===== config.mk =====
export PLATFORM = sky130hd
export DESIGN_NAME = cc_vbus_threshold_match_status
export DESIGN_NICKNAME = d
export VERILOG_FILES = /design/src/cc_vbus_pkg.sv /design/src/cc_vbus_threshold_match_status.sv /design/src/match_debounce.sv
export VERILOG_INCLUDE_DIRS = /design/src
export SDC_FILE = /design/constraint.sdc
export NUM_CORES = 1
export LEC_CHECK = 0
export BUFFER_PORTS_ARGS = -buffer_cell sky130_fd_sc_hd__buf_4
export CORE_ASPECT_RATIO = 0.7
export CORE_MARGIN = 8
export CORE_UTILIZATION = 40
export CTS_BUF_LIST = sky130_fd_sc_hd__clkbuf_2 sky130_fd_sc_hd__clkbuf_4 sky130_fd_sc_hd__clkbuf_8
export CTS_CLUSTER_SIZE = 16
export DETAILED_ROUTE_END_ITERATION = 7
export PLACE_DENSITY = 0.64
export SLEW_MARGIN = 20
export SYNTH_ARGS = -nofsm -noshare
export SYNTH_HDL_FRONTEND = slang
export SYNTH_SLANG_ARGS = --single-unit

===== constraint.sdc =====
create_clock -name clk -period 3.67 [get_ports clk]
set_input_delay 0.5505 -clock clk [delete_from_list [all_inputs] [get_ports clk]]
set_output_delay 0.5505 -clock clk [all_outputs]
set_load 0.03 [all_outputs]

===== src/cc_vbus_defines.svh =====
// Behaviour
// - each line's change flag bit sets when its matching hit bit changes
// - writing one clears a change flag, zero leaves it; flags reset to zero
// - each of eight line hit bits shows its threshold is exceeded
// - when unattached, line hits update after the unattached debounce time
// - while confirming an attach, line hits update after the attached debounce time
// - while attached as source or sink, hits update after the attached debounce time
// - line hits reset to all ones as downstream port, all zeros as upstream
// - debounce-clear enable picks debounced value per bit, else raw comparator value
// - outside standalone, line hits read reset value until comparator enabled
// - bus hits: bits 5 to 2 carry levels 3 to 0, bit 0 near zero
// - bus hit bits 7:6 and 1 reserved; all bus hit bits read-only, reset zero
// - outside standalone, bus hits read zero until bus comparator enabled
// - bus hits debounced according to the bus debounce-clear enable bits
// - bus change flag bit sets when its hit bit changes; resets to zero
// - line interrupt bits 1 and 0 show a change flag is pending per line
// - line first-match-valid sets once enabled and first debounced result lands
// - bus first-match-valid sets once enabled and first debounced result lands
`ifndef CC_VBUS_DEFINES_SVH
`define CC_VBUS_DEFINES_SVH

// ****************************************
// register offsets
// ****************************************
`define ADDR_CC1_CHANGE_FLAGS   16'h0804
`define ADDR_CC2_CHANGE_FLAGS   16'h0805
`define ADDR_CC1_THRESHOLD_HITS 16'h0806
`define ADDR_CC2_THRESHOLD_HITS 16'h0807
`define ADDR_VBUS_THRESHOLD_HITS 16'h0808
`define ADDR_VBUS_CHANGE_FLAGS  16'h0809

// ****************************************
// reset values and fields
// ****************************************
`define CHANGE_FLAGS_RESET      8'h00
`define CC_HITS_DFP_RESET       8'hff
`define CC_HITS_UFP_RESET       8'h00
`define VBUS_HITS_RESET         8'h00
`define VBUS_DEFINED_MASK       8'h3d
`define VBUS_LEVEL0_BIT         2
`define VBUS_LEVEL3_BIT         5
`define VBUS_NEAR_ZERO_BIT      0
`define UNMAPPED_READ           8'h00

`endif


===== src/cc_vbus_pkg.sv =====
package cc_vbus_pkg;

	typedef enum logic [1:0] {
		unattached,
		attach_wait,
		attached_source,
		attached_sink
	} conn_state_e;

	typedef struct packed {
		logic        rd;
		logic        wr;
		logic [15:0] addr;
		logic [7:0]  wdata;
	} reg_req_s;

	typedef struct packed {
		logic        rvalid;
		logic [7:0]  rdata;
	} reg_rsp_s;

	typedef struct packed {
		logic [7:0] cc1;
		logic [7:0] cc2;
		logic [7:0] vbus;
	} hit_vec_s;

endpackage


===== src/cc_vbus_threshold_match_status.sv =====
`timescale 1ns/1ps
`default_nettype none
`include "cc_vbus_defines.svh"

module cc_vbus_threshold_match_status #(
	parameter int CNT_W = 16
) (
	// clock and reset
	input  wire logic                     clk,
	input  wire logic                     srst,
	// register port
	input  wire cc_vbus_pkg::reg_req_s    reg_req,
	output var  cc_vbus_pkg::reg_rsp_s    reg_rsp,
	// comparator outputs, asynchronous
	input  wire logic [7:0]               cc1_raw,
	input  wire logic [7:0]               cc2_raw,
	input  wire logic [3:0]               vbus_level_raw,
	input  wire logic                     vbus_near_zero_raw,
	// control from the line control logic
	input  wire cc_vbus_pkg::conn_state_e conn_state,
	input  wire logic                     role_dfp,
	input  wire logic                     standalone,
	input  wire logic                     cc_comparator_enable,
	input  wire logic                     vbus_comparator_enable,
	input  wire logic [7:0]               cc1_debounce_clear_enable,
	input  wire logic [7:0]               cc2_debounce_clear_enable,
	input  wire logic [7:0]               vbus_debounce_clear_enable,
	input  wire logic [CNT_W-1:0]         unattached_debounce_time,
	input  wire logic [CNT_W-1:0]         attached_debounce_time,
	input  wire logic                     cc_first_match_clear,
	input  wire logic                     vbus_first_match_clear,
	// status out
	output logic      [1:0]               line_interrupt_flags,
	output logic                          cc_first_match_valid,
	output logic                          vbus_first_match_valid
);

	import cc_vbus_pkg::*;

	// ****************************************
	// state
	// ****************************************
	typedef struct packed {
		hit_vec_s    sync1;
		hit_vec_s    sync2;
		hit_vec_s    hits;
		hit_vec_s    flags;
		conn_state_e prev_conn;
		logic        cc_seen;
		logic        vbus_seen;
		logic        cc_valid;
		logic        vbus_valid;
		logic [1:0]  line_irq;
		reg_rsp_s    rsp;
	} top_state_s;

	top_state_s s;
	top_state_s next_s;

	logic [7:0]       cc_default;
	logic [7:0]       vbus_mapped;
	logic [CNT_W-1:0] cc_time;
	logic             restart;
	logic [7:0]       cc1_deb;
	logic [7:0]       cc2_deb;
	logic [7:0]       vbus_deb;
	logic             cc1_settle;
	logic             cc2_settle;
	logic             vbus_settle;
	logic             cc_open;
	logic             vbus_open;
	logic [7:0]       clr_cc1;
	logic [7:0]       clr_cc2;
	logic [7:0]       clr_vbus;

	// ****************************************
	// input mapping and debounce timing
	// ****************************************
	// role picks reset image
	assign cc_default = role_dfp ? `CC_HITS_DFP_RESET : `CC_HITS_UFP_RESET;

	// level bits placed at 5:2, near zero at 0
	always_comb begin
		vbus_mapped = `VBUS_HITS_RESET;
		vbus_mapped[`VBUS_LEVEL3_BIT:`VBUS_LEVEL0_BIT] = vbus_level_raw;
		vbus_mapped[`VBUS_NEAR_ZERO_BIT] = vbus_near_zero_raw;
	end

	// attach wait and attached share the attached window
	always_comb begin
		unique case (conn_state)
			unattached:      cc_time = unattached_debounce_time;
			attach_wait:     cc_time = attached_debounce_time;
			attached_source: cc_time = attached_debounce_time;
			attached_sink:   cc_time = attached_debounce_time;
		endcase
	end

	// a state change restarts every line window
	assign restart = (conn_state != s.prev_conn);

	match_debounce #(
		.WIDTH (8),
		.CNT_W (CNT_W)
	) u_deb_cc1 (
		.clk      (clk),
		.srst     (srst),
		.raw      (s.sync2.cc1),
		.deb_time (cc_time),
		.restart  (restart),
		.stable   (cc1_deb),
		.settle   (cc1_settle)
	);

	match_debounce #(
		.WIDTH (8),
		.CNT_W (CNT_W)
	) u_deb_cc2 (
		.clk      (clk),
		.srst     (srst),
		.raw      (s.sync2.cc2),
		.deb_time (cc_time),
		.restart  (restart),
		.stable   (cc2_deb),
		.settle   (cc2_settle)
	);

	// bus sense has no connection-state windows, so it uses the attached one
	match_debounce #(
		.WIDTH (8),
		.CNT_W (CNT_W)
	) u_deb_vbus (
		.clk      (clk),
		.srst     (srst),
		.raw      (s.sync2.vbus),
		.deb_time (attached_debounce_time),
		.restart  (1'b0),
		.stable   (vbus_deb),
		.settle   (vbus_settle)
	);

	// ****************************************
	// write-one-clear decode
	// ****************************************
	always_comb begin
		clr_cc1 = 8'h00;
		clr_cc2 = 8'h00;
		clr_vbus = 8'h00;
		if (reg_req.wr) begin
			unique case (reg_req.addr)
				`ADDR_CC1_CHANGE_FLAGS:  clr_cc1 = reg_req.wdata;
				`ADDR_CC2_CHANGE_FLAGS:  clr_cc2 = reg_req.wdata;
				`ADDR_VBUS_CHANGE_FLAGS: clr_vbus = reg_req.wdata;
				default:                 clr_cc1 = 8'h00;
			endcase
		end
	end

	// ****************************************
	// next state
	// ****************************************
	always_comb begin
		next_s = s;
		next_s.sync1.cc1 = cc1_raw;
		next_s.sync1.cc2 = cc2_raw;
		next_s.sync1.vbus = vbus_mapped;
		next_s.sync2 = s.sync1;
		next_s.prev_conn = conn_state;
		next_s.cc_seen = s.cc_seen | cc_comparator_enable;
		next_s.vbus_seen = s.vbus_seen | vbus_comparator_enable;
		cc_open = standalone | next_s.cc_seen;
		vbus_open = standalone | next_s.vbus_seen;

		// hold reset image until comparator enabled
		if (!cc_open) begin
			next_s.hits.cc1 = cc_default;
			next_s.hits.cc2 = cc_default;
		end else begin
			next_s.hits.cc1 = (cc1_debounce_clear_enable & cc1_deb)
				| (~cc1_debounce_clear_enable & s.sync2.cc1);
			next_s.hits.cc2 = (cc2_debounce_clear_enable & cc2_deb)
				| (~cc2_debounce_clear_enable & s.sync2.cc2);
		end

		if (!vbus_open) begin
			next_s.hits.vbus = `VBUS_HITS_RESET;
		end else begin
			next_s.hits.vbus = ((vbus_debounce_clear_enable & vbus_deb)
				| (~vbus_debounce_clear_enable & s.sync2.vbus)) & `VBUS_DEFINED_MASK;
		end

		next_s.flags.cc1 = (s.flags.cc1 & ~clr_cc1) | (next_s.hits.cc1 ^ s.hits.cc1);
		next_s.flags.cc2 = (s.flags.cc2 & ~clr_cc2) | (next_s.hits.cc2 ^ s.hits.cc2);
		next_s.flags.vbus = (s.flags.vbus & ~clr_vbus) | (next_s.hits.vbus ^ s.hits.vbus);

		next_s.line_irq = {|next_s.flags.cc2, |next_s.flags.cc1};

		next_s.cc_valid = (s.cc_valid & ~cc_first_match_clear)
			| (s.cc_seen & (cc1_settle | cc2_settle));
		next_s.vbus_valid = (s.vbus_valid & ~vbus_first_match_clear)
			| (s.vbus_seen & vbus_settle);

		// read answers one cycle later; unmapped reads zero
		next_s.rsp.rvalid = reg_req.rd;
		next_s.rsp.rdata = `UNMAPPED_READ;
		if (reg_req.rd) begin
			unique case (reg_req.addr)
				`ADDR_CC1_CHANGE_FLAGS:   next_s.rsp.rdata = s.flags.cc1;
				`ADDR_CC2_CHANGE_FLAGS:   next_s.rsp.rdata = s.flags.cc2;
				`ADDR_CC1_THRESHOLD_HITS: next_s.rsp.rdata = s.hits.cc1;
				`ADDR_CC2_THRESHOLD_HITS: next_s.rsp.rdata = s.hits.cc2;
				`ADDR_VBUS_THRESHOLD_HITS: next_s.rsp.rdata = s.hits.vbus;
				`ADDR_VBUS_CHANGE_FLAGS:  next_s.rsp.rdata = s.flags.vbus;
				default:                  next_s.rsp.rdata = `UNMAPPED_READ;
			endcase
		end

		if (srst) begin
			next_s = '0;
			next_s.prev_conn = conn_state;
			next_s.hits.cc1 = cc_default;
			next_s.hits.cc2 = cc_default;
			next_s.flags = {`CHANGE_FLAGS_RESET, `CHANGE_FLAGS_RESET, `CHANGE_FLAGS_RESET};
			next_s.hits.vbus = `VBUS_HITS_RESET;
		end
	end

	always_ff @(posedge clk) begin
		s <= next_s;
	end

	// ****************************************
	// outputs
	// ****************************************
	assign reg_rsp = s.rsp;
	assign line_interrupt_flags = s.line_irq;
	assign cc_first_match_valid = s.cc_valid;
	assign vbus_first_match_valid = s.vbus_valid;
endmodule

`default_nettype wire


===== src/match_debounce.sv =====
`timescale 1ns/1ps
`default_nettype none

module match_debounce #(
	parameter int WIDTH = 8,
	parameter int CNT_W = 16
) (
	// clock and reset
	input  wire logic             clk,
	input  wire logic             srst,
	// sample and timing
	input  wire logic [WIDTH-1:0] raw,
	input  wire logic [CNT_W-1:0] deb_time,
	input  wire logic             restart,
	// result
	output logic      [WIDTH-1:0] stable,
	output logic                  settle
);

	typedef struct packed {
		logic [WIDTH-1:0] last;
		logic [WIDTH-1:0] stable;
		logic [CNT_W-1:0] count;
		logic             settle;
	} deb_state_s;

	deb_state_s s;
	deb_state_s next_s;

	always_comb begin
		next_s = s;
		next_s.settle = 1'b0;
		// any movement restarts the stability window
		if (raw != s.last || restart) begin
			next_s.last = raw;
			next_s.count = '0;
		end else if (s.count < deb_time) begin
			next_s.count = s.count + 1'b1;
		end else if (s.stable != s.last) begin
			next_s.stable = s.last;
			next_s.settle = 1'b1;
		end
		if (srst) begin
			next_s = '0;
		end
	end

	always_ff @(posedge clk) begin
		s <= next_s;
	end

	assign stable = s.stable;
	assign settle = s.settle;
endmodule

`default_nettype wire


---- After elaboration in Yosys (flattened, before gate mapping) ----
Cells that the tools add are included.
storage, ports and cells
  word-level logic and storage cells ...... 130
  output and inout port bits .............. 13
  register bits ........................... 203
operators by class
  muxes and demuxes ....................... 16
  bitwise logic cells ..................... 44
  eq/ne operators ......................... 16
  add/sub/neg operators ................... 3
  reductions and logical operators ........ 16
  magnitude comparators ................... 3
operators with widths
  cell                                              count
  == test 16 x 12 -> 1 bit (second input constant)  6
  two-way mux 65 bit                                1
  two-way mux 8 bit                                 8
  bitwise AND 8 bit                                 7
  adder 16 x 1 -> 16 bit (second input constant)    3
  less-than comparator 16 bit                       3
  case mux 8 bit (6 select lines)                   1
  inverter 8 bit                                    5
  bitwise OR 8 bit                                  5
  inequality test 8 bit                             4
  case mux 16 bit (2 select lines)                  1
  bitwise XOR 8 bit                                 3
  two-way mux 16 bit                                1
  OR reduction 8 bit                                2
  bitwise AND 6 bit                                 2
  inequality test 6 bit                             2
  OR reduction 3 bit                                4
  inverter 1 bit                                    9
  AND reduction 3 bit                               3
  OR reduction 2 bit                                4
  bitwise OR 1 bit                                  7
  two-way mux 6 bit                                 1
  inverter 6 bit                                    1
  bitwise OR 6 bit                                  1
  other kinds (7)                                   14

---- Logic depth before layout (Yosys ltp) ----
Gate-level depths: netlist of run 1.
  depth in word-level cells ............... 8
  depth in mapped cells ................... 12
  mapped depth without buffers ............ 10

---- Modules after synthesis ----
A second synthesis of run 1 with hierarchy kept.
second synthesis, totals
  cell total of the unflattened synthesis .. 1065
  area total of the unflattened synthesis .. 9949.5 sq um
modules (own cells, without submodules)
  module                           area an instance (sq um)  times used  cells an instance
  cc_vbus_threshold_match_status   4340.4                    1           427
  match_debounce at u_deb_cc2 ...  1856.8                    2           211
  match_debounce at u_deb_cc1      1895.6                    1           216

---- Worst setup path after synthesis of run 1 ----
OpenSTA, ideal clock, no wires.
  path kind ............................... input -> register
  start point ............................. input conn_state[0]
  end point ............................... register u_deb_cc1.s[16] in the netlist's numbering
  stages on the path ...................... 11
  buffers on the path ..................... 1
  setup slack ............................. -16 ps
  required time ........................... 3600 ps
  library setup time ...................... 70 ps
  arrival ................................. 3617 ps
  path through ............................ nor2_4 buf_1 mux2i_1 ha_1 a21oi_1 o21ai_0 a221oi_1 o21ai_0 or4_4 or4_1 a21oi_1
on the way
  word-level cells in the longest chain between the ends .. 4
  elaborated cells between the ends (all ways) .. 10
ends and longest elaborated chain
  what                                                            line                                  RTL
  start, declared                                                 cc_vbus_threshold_match_status.sv:20  input wire cc_vbus_pkg::conn_state_e conn_state,
  == test 2 bit / == test 2 x 1 -> 1 bit (equally long branches)  cc_vbus_threshold_match_status.sv:91  unique case (conn_state)
  OR reduction 3 bit (no source line)                             n/a
  case mux 16 bit (2 select lines)                                cc_vbus_threshold_match_status.sv:91
  less-than comparator 16 bit                                     match_debounce.sv:37                  end else if (s.count < deb_time) begin
  end signal, assigned                                            match_debounce.sv:49                  s <= next_s;
  end, declared                                                   match_debounce.sv:27                  deb_state_s s;
Several ways; a longest one is shown, not always the timed one.
A chain may end at the register's enable or synchronous reset.

---- Worst setup path in the final report of run 1 ----
Same ends and word-level chain as after synthesis.

==> results of run 1 <==
Yosys cell counts (all sizes together) (5+ instances only):
cell,n
ha,46
nor3,13
nand4,23
a2111oi,7
nor2,104
xor2,36
nor3b,7
nand2b,24
a22o,6
dfxtp,197
nor2b,66
nor4,21
and4,5
mux2i,67
inv,28
nand3,23
and3,10
a21oi,79
xnor2,69
buf,18
clkbuf,33
nand2,66
o21ai,34
critical path: stages:
cell	delay [ns]
buf_4	0.14
nor2_4	0.12
buf_12	0.17
mux2i_1	0.31
ha_1	0.32
a21oi_1	0.14
nand2_1	0.07
a221oi_1	0.26
o21ai_0	0.16
or4_4	0.58
or4_1	0.51
a21oi_1	0.16
per-stage QoR:
step | utilization, % | setup WS [ns]
after floorplan | - | 0.197
after global placement | 45.4 | 0.177
after detailed placement | 45.4 | 0.0823
after CTS | 47.4 | 0.594
after global routing | 47.4 | 0.432
final | 47.4 | 0.566
registers in the layout, indices dropped and copies added, names as in the netlist:
register / flops
u_deb_cc2.stable: 8
u_deb_cc1.stable: 8
u_deb_vbus.s: 21
s: 91
cc_first_match_valid: 1
u_deb_vbus.settle: 1
u_deb_vbus.stable: 5
vbus_first_match_valid: 1
u_deb_cc1.settle: 1
reg_rsp: 9
u_deb_cc2.settle: 1
line_interrupt_flags: 2
u_deb_cc2.s: 24
u_deb_cc1.s: 24
how the worst max path moves through the flow:
| stage | end | from | slack, ns |
|---|---|---|---|
| after floorplan | u_deb_cc1.s[16]$_SDFFE_PP0P_ | conn_state[0] | 0.20 |
| after global placement | u_deb_cc1.s[16]$_SDFFE_PP0P_ | conn_state[0] | 0.18 |
| after detailed placement | u_deb_cc1.s[16]$_SDFFE_PP0P_ | conn_state[0] | 0.08 |
| after CTS | u_deb_cc1.s[16]$_SDFFE_PP0P_ | conn_state[0] | 0.59 |
| after global routing | u_deb_cc1.s[16]$_SDFFE_PP0P_ | conn_state[0] | 0.43 |
| final | u_deb_cc1.s[16]$_SDFFE_PP0P_ | conn_state[0] | 0.57 |
power breakdown:
group          internal (mW)  switching [mW]
Sequential              2.21          0.0515
Clock                  0.711           0.852
Combinational          0.211           0.229
Total                   3.14            1.13
layer usage:
layer  routed length [um]  vias to the layer above  global-route usage [%]
li1                     -                     3796                       -
met1                12300                     3465                    24.3
met2                 9450                      167                    22.9
met3                 1260                       13                    4.02
met4                  232                        0                    3.85
met5                    0                        -                       0
layout make-up:
| class | count | area [um^2] | share of cell area [%] |
|---|---|---|---|
| Tap cell | 318 | 398 | 3.60 |
| Timing Repair Buffer | 136 | 1050 | 9.46 |
| Inverter | 28 | 105 | 0.950 |
| Multi-Input combinational cell | 760 | 5120 | 46.3 |
| Clock buffer | 17 | 234 | 2.12 |
| Clock inverter | 15 | 214 | 1.93 |
| Sequential cell | 197 | 3940 | 35.7 |
kinds of logic after synthesis:
logic type / count (synthesis)
muxes: 68
adders and majority gates: 46
and+or+nand+nor: 378
buffers and inverters: 79
AOI/OAI and AO/OA: 163
DFF: 197
xor gates and xnor gates: 105
==> impl_metrics.yaml, run 1 <==
status:
  status: "finished clean"
cts:
  cts_max_level: 4
  clock_sinks: 197
  cts.path.max_buffers: 2
  cts_setup_buffers: 0
  clock_latency_ns: 0.47
  numCtsBuffers: 17
  hold_buffers: 0
  cts_resized: 0
  cts.reportedPaths.clkPinSlew_ns: 0.10
  cts_tree: "yes"
  root_buffer: "clkbuf_8"
layout:
  num-nets-final: 1299
  nFillCells: 2278
  final_cell_mix: "dfxtp_1 (197), buf_4 (134), nor2_1 (102), a21oi_1 (78), xnor2_1 (69)"
  antennaDiodeCount: 0
  drive_gt1_share_pct: 15.3
  syn_to_final_growth_pct: 17.7
  final_common_cell: "dfxtp_1"
  design_area_um2: 11100
  fin_cells: 1471
synthesis:
  ys_ff_latch: 197
  synthSimpleGateAreaFrac_pct: 20.8
  synth_top_area_share_pct: 42.0
  synth_fp_nets: 1195
  async_reset_ff_share_pct: 0
  synth_xor_area_share_pct: 9.79
  synthCells: 1036
  synth_compound_area_share_pct: 10.5
  ys_seq_area_share_pct: 42.0
  syn_avg_cell_area_um2: 9.07
  synth.area.top_cells: "dfxtp_1 (42%), mux2i_1 (7.1%), xnor2_1 (6.4%)"
  synthAdderAreaFrac_pct: 6.12
  syn-cell-area_um2: 9400
  synth_area_leader_cell: "dfxtp_1"
  yosys-mux-area-fraction_pct: 7.30
  ys.flop_type: "dfxtp_1"
  synth_edf_count: 0
  synthDistinctLibCells: 59
  synth_top_family_by_area: "simple AND/OR/NAND/NOR gates"
  yosys_warnings: 0
power_and_ir_drop:
  power_density_nw_per_um2: 386
  p_leak_nw: 4.57
  finalPower_mw: 4.27
  ir_drop_v: 0.000246
timing:
  max_freq_ghz: 0.322
  min_period_ns: 3.10
  setup_viol: 0
  max_slew_margin_pct: 29.3
  worst_slew_pin_slew_ns: 1.06
  fin_hold_ws_ns: 0.249
  min_period_over_period_pct: 84.6
  hold_viol: 0
  rsz0062_at_grt: "false"
  clock_skew_ns: 0.0153
  tns_ns: 0
  slew_viol_final: 0
route:
  first_pass_iters: 5
  drt_iter0_drc: 501
  wire_per_inst_um: 15.8
  drc: 0
  num_vias: 7441
  via_per_inst: 5.06
  drt_wl_total_um: 23300
  antenna_left: 0
die:
  die_h_um: 144
  core-area_um2: 23300
  start_util_pct: 40.3
  io_pins: 126
  dieArea_um2: 28700
  rows: 47
  die_w_um: 199
hold_path:
  min_to: "s[15]$_DFF_P_"
  hold_depth: 1
  min_from: "conn_state[0]"
  hold_class: "in2reg"
placement:
  postPlaceCellArea_um2: 10600
  port_buffers: 122
  dp_cells: 1439
  dp_hpwl_um: 17800
  gp_congestion: 0.840
global_routing:
  antenna_found_initial: 0
  grt_first_pass_wirelength_um: 36900
  overflow: 0
  grt.total_usage_pct: 16.3
  grt_start_max_net_pins: 93
  grt_pass1_vias: 6916
worst_setup_path:
  cp.arrival_ns: 3.49
  end_kind: "flop"
  r2r_setup_slack_ns: 0.90
  cp-start-kind: "input port"
  r2r-end: "u_deb_cc1.s[16]$_SDFFE_PP0P_"
  r2r_start: "u_deb_cc1.s[8]$_SDFFE_PP0P_"
  path_class: "in2reg"
  critPathMaxFanout: 16
  cp.required_ns: 4.06
  reg2reg_depth: 8
job:
  drv_cap: 0
No activity file was read; power rests on OpenSTA's default activity.
==> run 2, diff against run 1 <==
PLACE_DENSITY = 0.62   (was 0.64)
clock period = 3.2 ns   (was 3.67 ns; I/O delays follow)
==> run 2 against run 1 <==
Critical path depth unchanged. Worst setup slack worse by 0.19 ns. Register-to-register slack worse by 0.43 ns. Sequential power up 15%. First-iteration DRC count up 36%. Sequential share of layout area down 0.16 points. Worst hold slack worse by 0.041 ns. Clock power about the same. Die area unchanged. Non-clock buffer count up 16. Count of clock-buffer cells in the layout up 1.
==> impl_metrics.yaml, run 2 (synthesized netlist as in run 1, its figures left out) <==
timing:
  worst_slew_pin_slew_ns: 0.992
  slew_viol_final: 0
  min_period_over_period_pct: 88.3
  rsz0062_at_grt: "false"
  hold_viol: 0
  min_period_ns: 2.82
  max_slew_margin_pct: 33.7
  max_freq_ghz: 0.354
  clock_skew_ns: 0.0156
  setup_viol: 0
  tns_ns: 0
layout:
  antennaDiodeCount: 0
  final_common_cell: "dfxtp_1"
  syn_to_final_growth_pct: 18.2
  regMostFlops: "s"
  num-nets-final: 1315
  drive_gt1_share_pct: 16.4
  largest_register_ffs: 91
  reg_top3: "s (91), u_deb_cc1.s (24), u_deb_cc2.s (24)"
  fin_util_pct: 47.6
  final_cell_mix: "dfxtp_1 (197), buf_4 (151), nor2_1 (102), a21oi_1 (78), xnor2_1 (69)"
  nFillCells: 2266
worst_setup_path:
  crit_path_frequent_cell: "a21oi_1"
  cp.required_ns: 3.61
  r2r_start: "u_deb_vbus.s[8]$_SDFFE_PP0P_"
  r2r-end: "u_deb_vbus.s[15]$_SDFFE_PP0P_"
  path_delay_family: "simple AND/OR/NAND/NOR gates"
  r2r_setup_slack_ns: 0.47
  crit_chain: "buf_4 -> nor2_4 -> buf_12 -> mux2i_1 -> ha_1 -> a21oi_1 -> nor2_1 -> a211oi_1 -> o21ai_1 -> or4_4 -> or4_1 -> a21oi_1"
  end_kind: "flop"
  cp.arrival_ns: 3.24
  critPathMaxStageDelay_ns: 0.51
  cp-start-kind: "input port"
  critPathMaxFanout: 16
  cpMaxStageDelayCell: "or4_1"
  critPathBufInv: 2
  path_class: "in2reg"
  reg2reg_depth: 7
placement:
  dp_hpwl_um: 18000
  gp_congestion: 0.838
  port_buffers: 122
power_and_ir_drop:
  power_density_nw_per_um2: 424
  internal_power_mw: 3.45
  seqPwrFrac_pct: 55.1
  comb_power_share_pct: 11.1
  ir_drop_v: 0.000260
  p_leak_nw: 4.60
  pwr-share-clk_pct: 33.8
  switching_power_mw: 1.26
  switching_share_pct: 26.8
route:
  via_per_inst: 5.00
  drc: 0
  drt_wl_total_um: 23600
  first_pass_iters: 5
  wire_per_inst_um: 15.9
  drt_iter0_drc: 682
  num_vias: 7431
  antenna_left: 0
die:
  io_pins: 126
  die_h_um: 144
  die_w_um: 199
  core-area_um2: 23300
  dieArea_um2: 28700
  start_util_pct: 40.3
  rows: 47
cts:
  hold_buffers: 0
  cts.path.max_buffers: 2
  numCtsBuffers: 17
  root_buffer: "clkbuf_8"
  cts_tree: "yes"
  cts.reportedPaths.clkPinSlew_ns: 0.11
  cts_setup_buffers: 0
  clock_latency_ns: 0.48
  clock_sinks: 197
  cts_resized: 0
  cts_max_level: 4
hold_path:
  hold_class: "in2reg"
  hold_depth: 2
  min_to: "s[98]$_SDFF_PP0_"
  min_from: "cc2_raw[1]"
global_routing:
  grt_pass1_vias: 6910
  antenna_found_initial: 0
  grt_start_max_net_pins: 73
  grt_first_pass_wirelength_um: 37200
  grt.total_usage_pct: 16.5
  overflow: 0
job:
  drv_cap: 0
status:
  status: "finished clean"
==> run 2: changes by cell type in the layout (fill, tap and decap cells not counted), sizes merged <==
cell	delta
clkbuf	+1
buf	+16
clkinvlp	+2
bufinv	-2
clkinv	+2
inv	-3
==> run 2: how the worst max path moves through the flow <==
stage | startpoint | end | slack (ns) | depth (start not counted)
after global placement | conn_state[1] | u_deb_cc1.s[16]$_SDFFE_PP0P_ | -0.07 | 12
after detailed placement | conn_state[1] | u_deb_cc1.s[16]$_SDFFE_PP0P_ | -0.1 | 12
after floorplan | conn_state[1] | u_deb_cc1.s[16]$_SDFFE_PP0P_ | 0.09 | 11
after global routing | conn_state[1] | u_deb_cc2.s[12]$_SDFFE_PP0P_ | 0.24 | 13
after CTS | conn_state[1] | u_deb_cc1.s[16]$_SDFFE_PP0P_ | 0.45 | 12
final | conn_state[1] | u_deb_cc1.s[16]$_SDFFE_PP0P_ | 0.38 | 12
==> run 2: layout make-up <==
cell class / count / area (um^2) / share of cell area [%]
clock buffer: 18 / 248 / 2.23
multi-input combinational: 760 / 5120 / 46.1
tap: 318 / 398 / 3.58
clock inverter: 14 / 143 / 1.28
timing repair buffer: 152 / 1150 / 10.4
sequential: 197 / 3940 / 35.5
inverter: 28 / 105 / 0.946
==> run 2: worst register-to-register path, delay by kind of cell (launching register included) <==
family          cells  cell delay [ns]
compound gates      3             1.53
xor+xnor            1             0.22
fa+ha+maj           1             0.33
flops               1             0.38
simple gates        2             0.15
==> run 2: layer usage <==
metal | routed length [um] | up-vias | global-route usage [%]
li1 | - | 3832 | -
met1 | 12600 | 3396 | 24.9
met2 | 9380 | 181 | 22.5
met3 | 1390 | 22 | 4.16
met4 | 271 | 0 | 4.67
met5 | 0 | - | 0
==> run 2: power groups by stage <==
stage	Sequential [mW]	Clock (mW)	Combinational (mW)
floorplan	2.64	0	0.294
global placement	2.65	0	0.515
detailed placement	2.65	0	0.521
CTS	2.60	1.66	0.523
global route	2.61	1.77	0.577
finish	2.60	1.59	0.523
==> run 2: metrics by stage <==
stage	setup slack, ns	instances	instance area [um^2]	power (mW)	hold WS (ns)
floorplan	0.0869	1036	9410	2.93	0.414
global placement	-0.0694	1455	10700	3.17	0.418
detailed placement	-0.0972	1455	10700	3.17	0.422
CTS	0.451	1487	11100	4.78	0.156
global route	0.244	1487	11100	4.95	0.177
finish	0.375	1487	11100	4.71	0.209
==> run 3, diff against run 2 <==
==> constraint.sdc (replaced) <==
create_clock -name clk -period 3.2 [get_ports clk]
set_input_delay 0.16 -clock clk [delete_from_list [all_inputs] [get_ports clk]]
set_output_delay 0.16 -clock clk [all_outputs]
set_load 0.03 [all_outputs]
==> run 3 against run 2 <==
Total power grew 3.5%. Combinational power grew 6.3%. Critical endpoint unchanged. Clock power grew 8%. Core utilization grew 1.7 points. Worst hold slack got worse by 0.16 ns. First-iteration DRC count is 25% lower. Critical path depth shrank 1. Clock skew shrank 0.0023 ns.
==> impl_metrics.yaml, run 3 (synthesized netlist as in run 1, its figures left out) <==
status:
  status: "finished clean"
power_and_ir_drop:
  p_leak_nw: 4.77
  switching_power_mw: 1.26
  seqPwrFrac_pct: 53.3
  pwr-share-clk_pct: 35.3
  switching_share_pct: 25.9
  comb_power_share_pct: 11.4
  finalPower_mw: 4.88
  internal_power_mw: 3.61
  power_density_nw_per_um2: 424
  ir_drop_v: 0.000299
placement:
  port_buffers: 122
  postPlaceCellArea_um2: 10700
  gp_congestion: 0.876
  place_ws_ns: -0.0829
  dp_hpwl_um: 18000
layout:
  syn_to_final_growth_pct: 22.3
  regMostFlops: "s"
  final-seq-area_um2: 3940
  num-nets-final: 1350
  final_common_cell: "dfxtp_1"
  largest_register_ffs: 91
  final_cell_mix: "dfxtp_1 (197), buf_4 (150), nor2_1 (103), a21oi_1 (78), xnor2_1 (69)"
  reg_top3: "s (91), u_deb_cc1.s (24), u_deb_cc2.s (24)"
  drive_gt1_share_pct: 15.8
  antennaDiodeCount: 0
  nFillCells: 2258
  multiInputGateArea_um2: 5110
  design_area_um2: 11500
die:
  die_h_um: 144
  dieArea_um2: 28700
  core-area_um2: 23300
  rows: 47
  io_pins: 126
  die_w_um: 199
  start_util_pct: 40.3
route:
  drt_iter0_drc: 513
  antenna_left: 0
  drt_wl_total_um: 24100
  drc: 0
  via_per_inst: 4.98
  first_pass_iters: 5
  num_vias: 7572
  wire_per_inst_um: 15.8
timing:
  slew_viol_final: 0
  fin_hold_ws_ns: 0.0462
  setup_viol: 0
  worst_slew_pin_slew_ns: 1.08
  hold_viol: 0
  min_period_ns: 2.86
  fin_ws_ns: 0.340
  min_period_over_period_pct: 89.4
  max_freq_ghz: 0.350
  rsz0062_at_grt: "false"
  clock_skew_ns: 0.0134
  max_slew_margin_pct: 28.1
worst_setup_path:
  cp.required_ns: 3.59
  path_class: "in2reg"
  cp-start-kind: "input port"
  cp.arrival_ns: 3.25
  critPathMaxFanout: 10
  end_kind: "flop"
cts:
  root_buffer: "clkbuf_8"
  cts_setup_buffers: 0
  clock_sinks: 197
  cts_tree: "yes"
  hold_buffers: 36
  cts_resized: 0
  clock_latency_ns: 0.47
  cts_max_level: 4
  cts.reportedPaths.clkPinSlew_ns: 0.10
  cts.path.max_buffers: 2
  numCtsBuffers: 17
global_routing:
  overflow: 0
  grt_pass1_vias: 7041
  grt_first_pass_wirelength_um: 37500
  grt_start_max_net_pins: 123
  grt.total_usage_pct: 16.6
  antenna_found_initial: 0
hold_path:
  hold_class: "in2reg"
job:
  drv_cap: 0
[run 3: worst max-delay path, stage by stage]
cell and delay, ns:
buf_4 0.12, nor2_4 0.36, mux2i_1 0.34, ha_1 0.30, a21oi_1 0.14, o21ai_0 0.12, a221oi_1 0.27, o21ai_0 0.22
or4_4 0.57, or4_1 0.50, a21oi_1 0.14
[run 3: path summary, 6_finish.rpt]
kind / slack, ns / cells after the start / to / startpoint
max: 0.34 / 11 / u_deb_cc1.s[16]$_SDFFE_PP0P_ / conn_state[0]
min: 0.05 / 4 / s[18]$_SDFF_PP0_ / reg_req[1]
max reg2reg: 0.38 / 8 / u_deb_cc1.s[16]$_SDFFE_PP0P_ / u_deb_cc1.s[8]$_SDFFE_PP0P_
min reg2reg: 0.44 / 1 / s[83]$_SDFF_PP0_ / s[107]$_SDFF_PP0_
[run 3: power by group through the flow]
stage	Clock (mW)	Sequential, mW	Combinational (mW)
after global routing	1.88	2.61	0.611
final	1.72	2.60	0.556
after detailed placement	0	2.65	0.518
after floorplan	0	2.64	0.293
after CTS	1.78	2.60	0.556
after global placement	0	2.65	0.513
[run 3: area by class of cell]
class | instances | area share, %
Clock buffer | 17 | 2.04
Clock inverter | 15 | 1.70
Inverter | 28 | 0.914
Multi-Input combinational cell | 760 | 44.5
Tap cell | 318 | 3.46
Sequential cell | 197 | 34.3
Timing Repair Buffer | 187 | 13.1
[run 3: metal layers]
layer	GRT usage (%)	part of all wire (%)	vias up
met5	0	0	-
met4	4.12	0.82	0
met3	3.74	5.7	13
met2	23.4	41	170
met1	24.8	53	3498
li1	-	-	3891
[run 3: metrics by stage]
stage / utilization [%] / cells / TNS (ns)
detailed placement: 45.9 / 1454 / -0.136
floorplan: - / 1036 / 0
finish: 49.2 / 1522 / 0
global placement: 45.9 / 1454 / -0.0186
CTS: 49.2 / 1522 / 0
global route: 49.2 / 1522 / 0
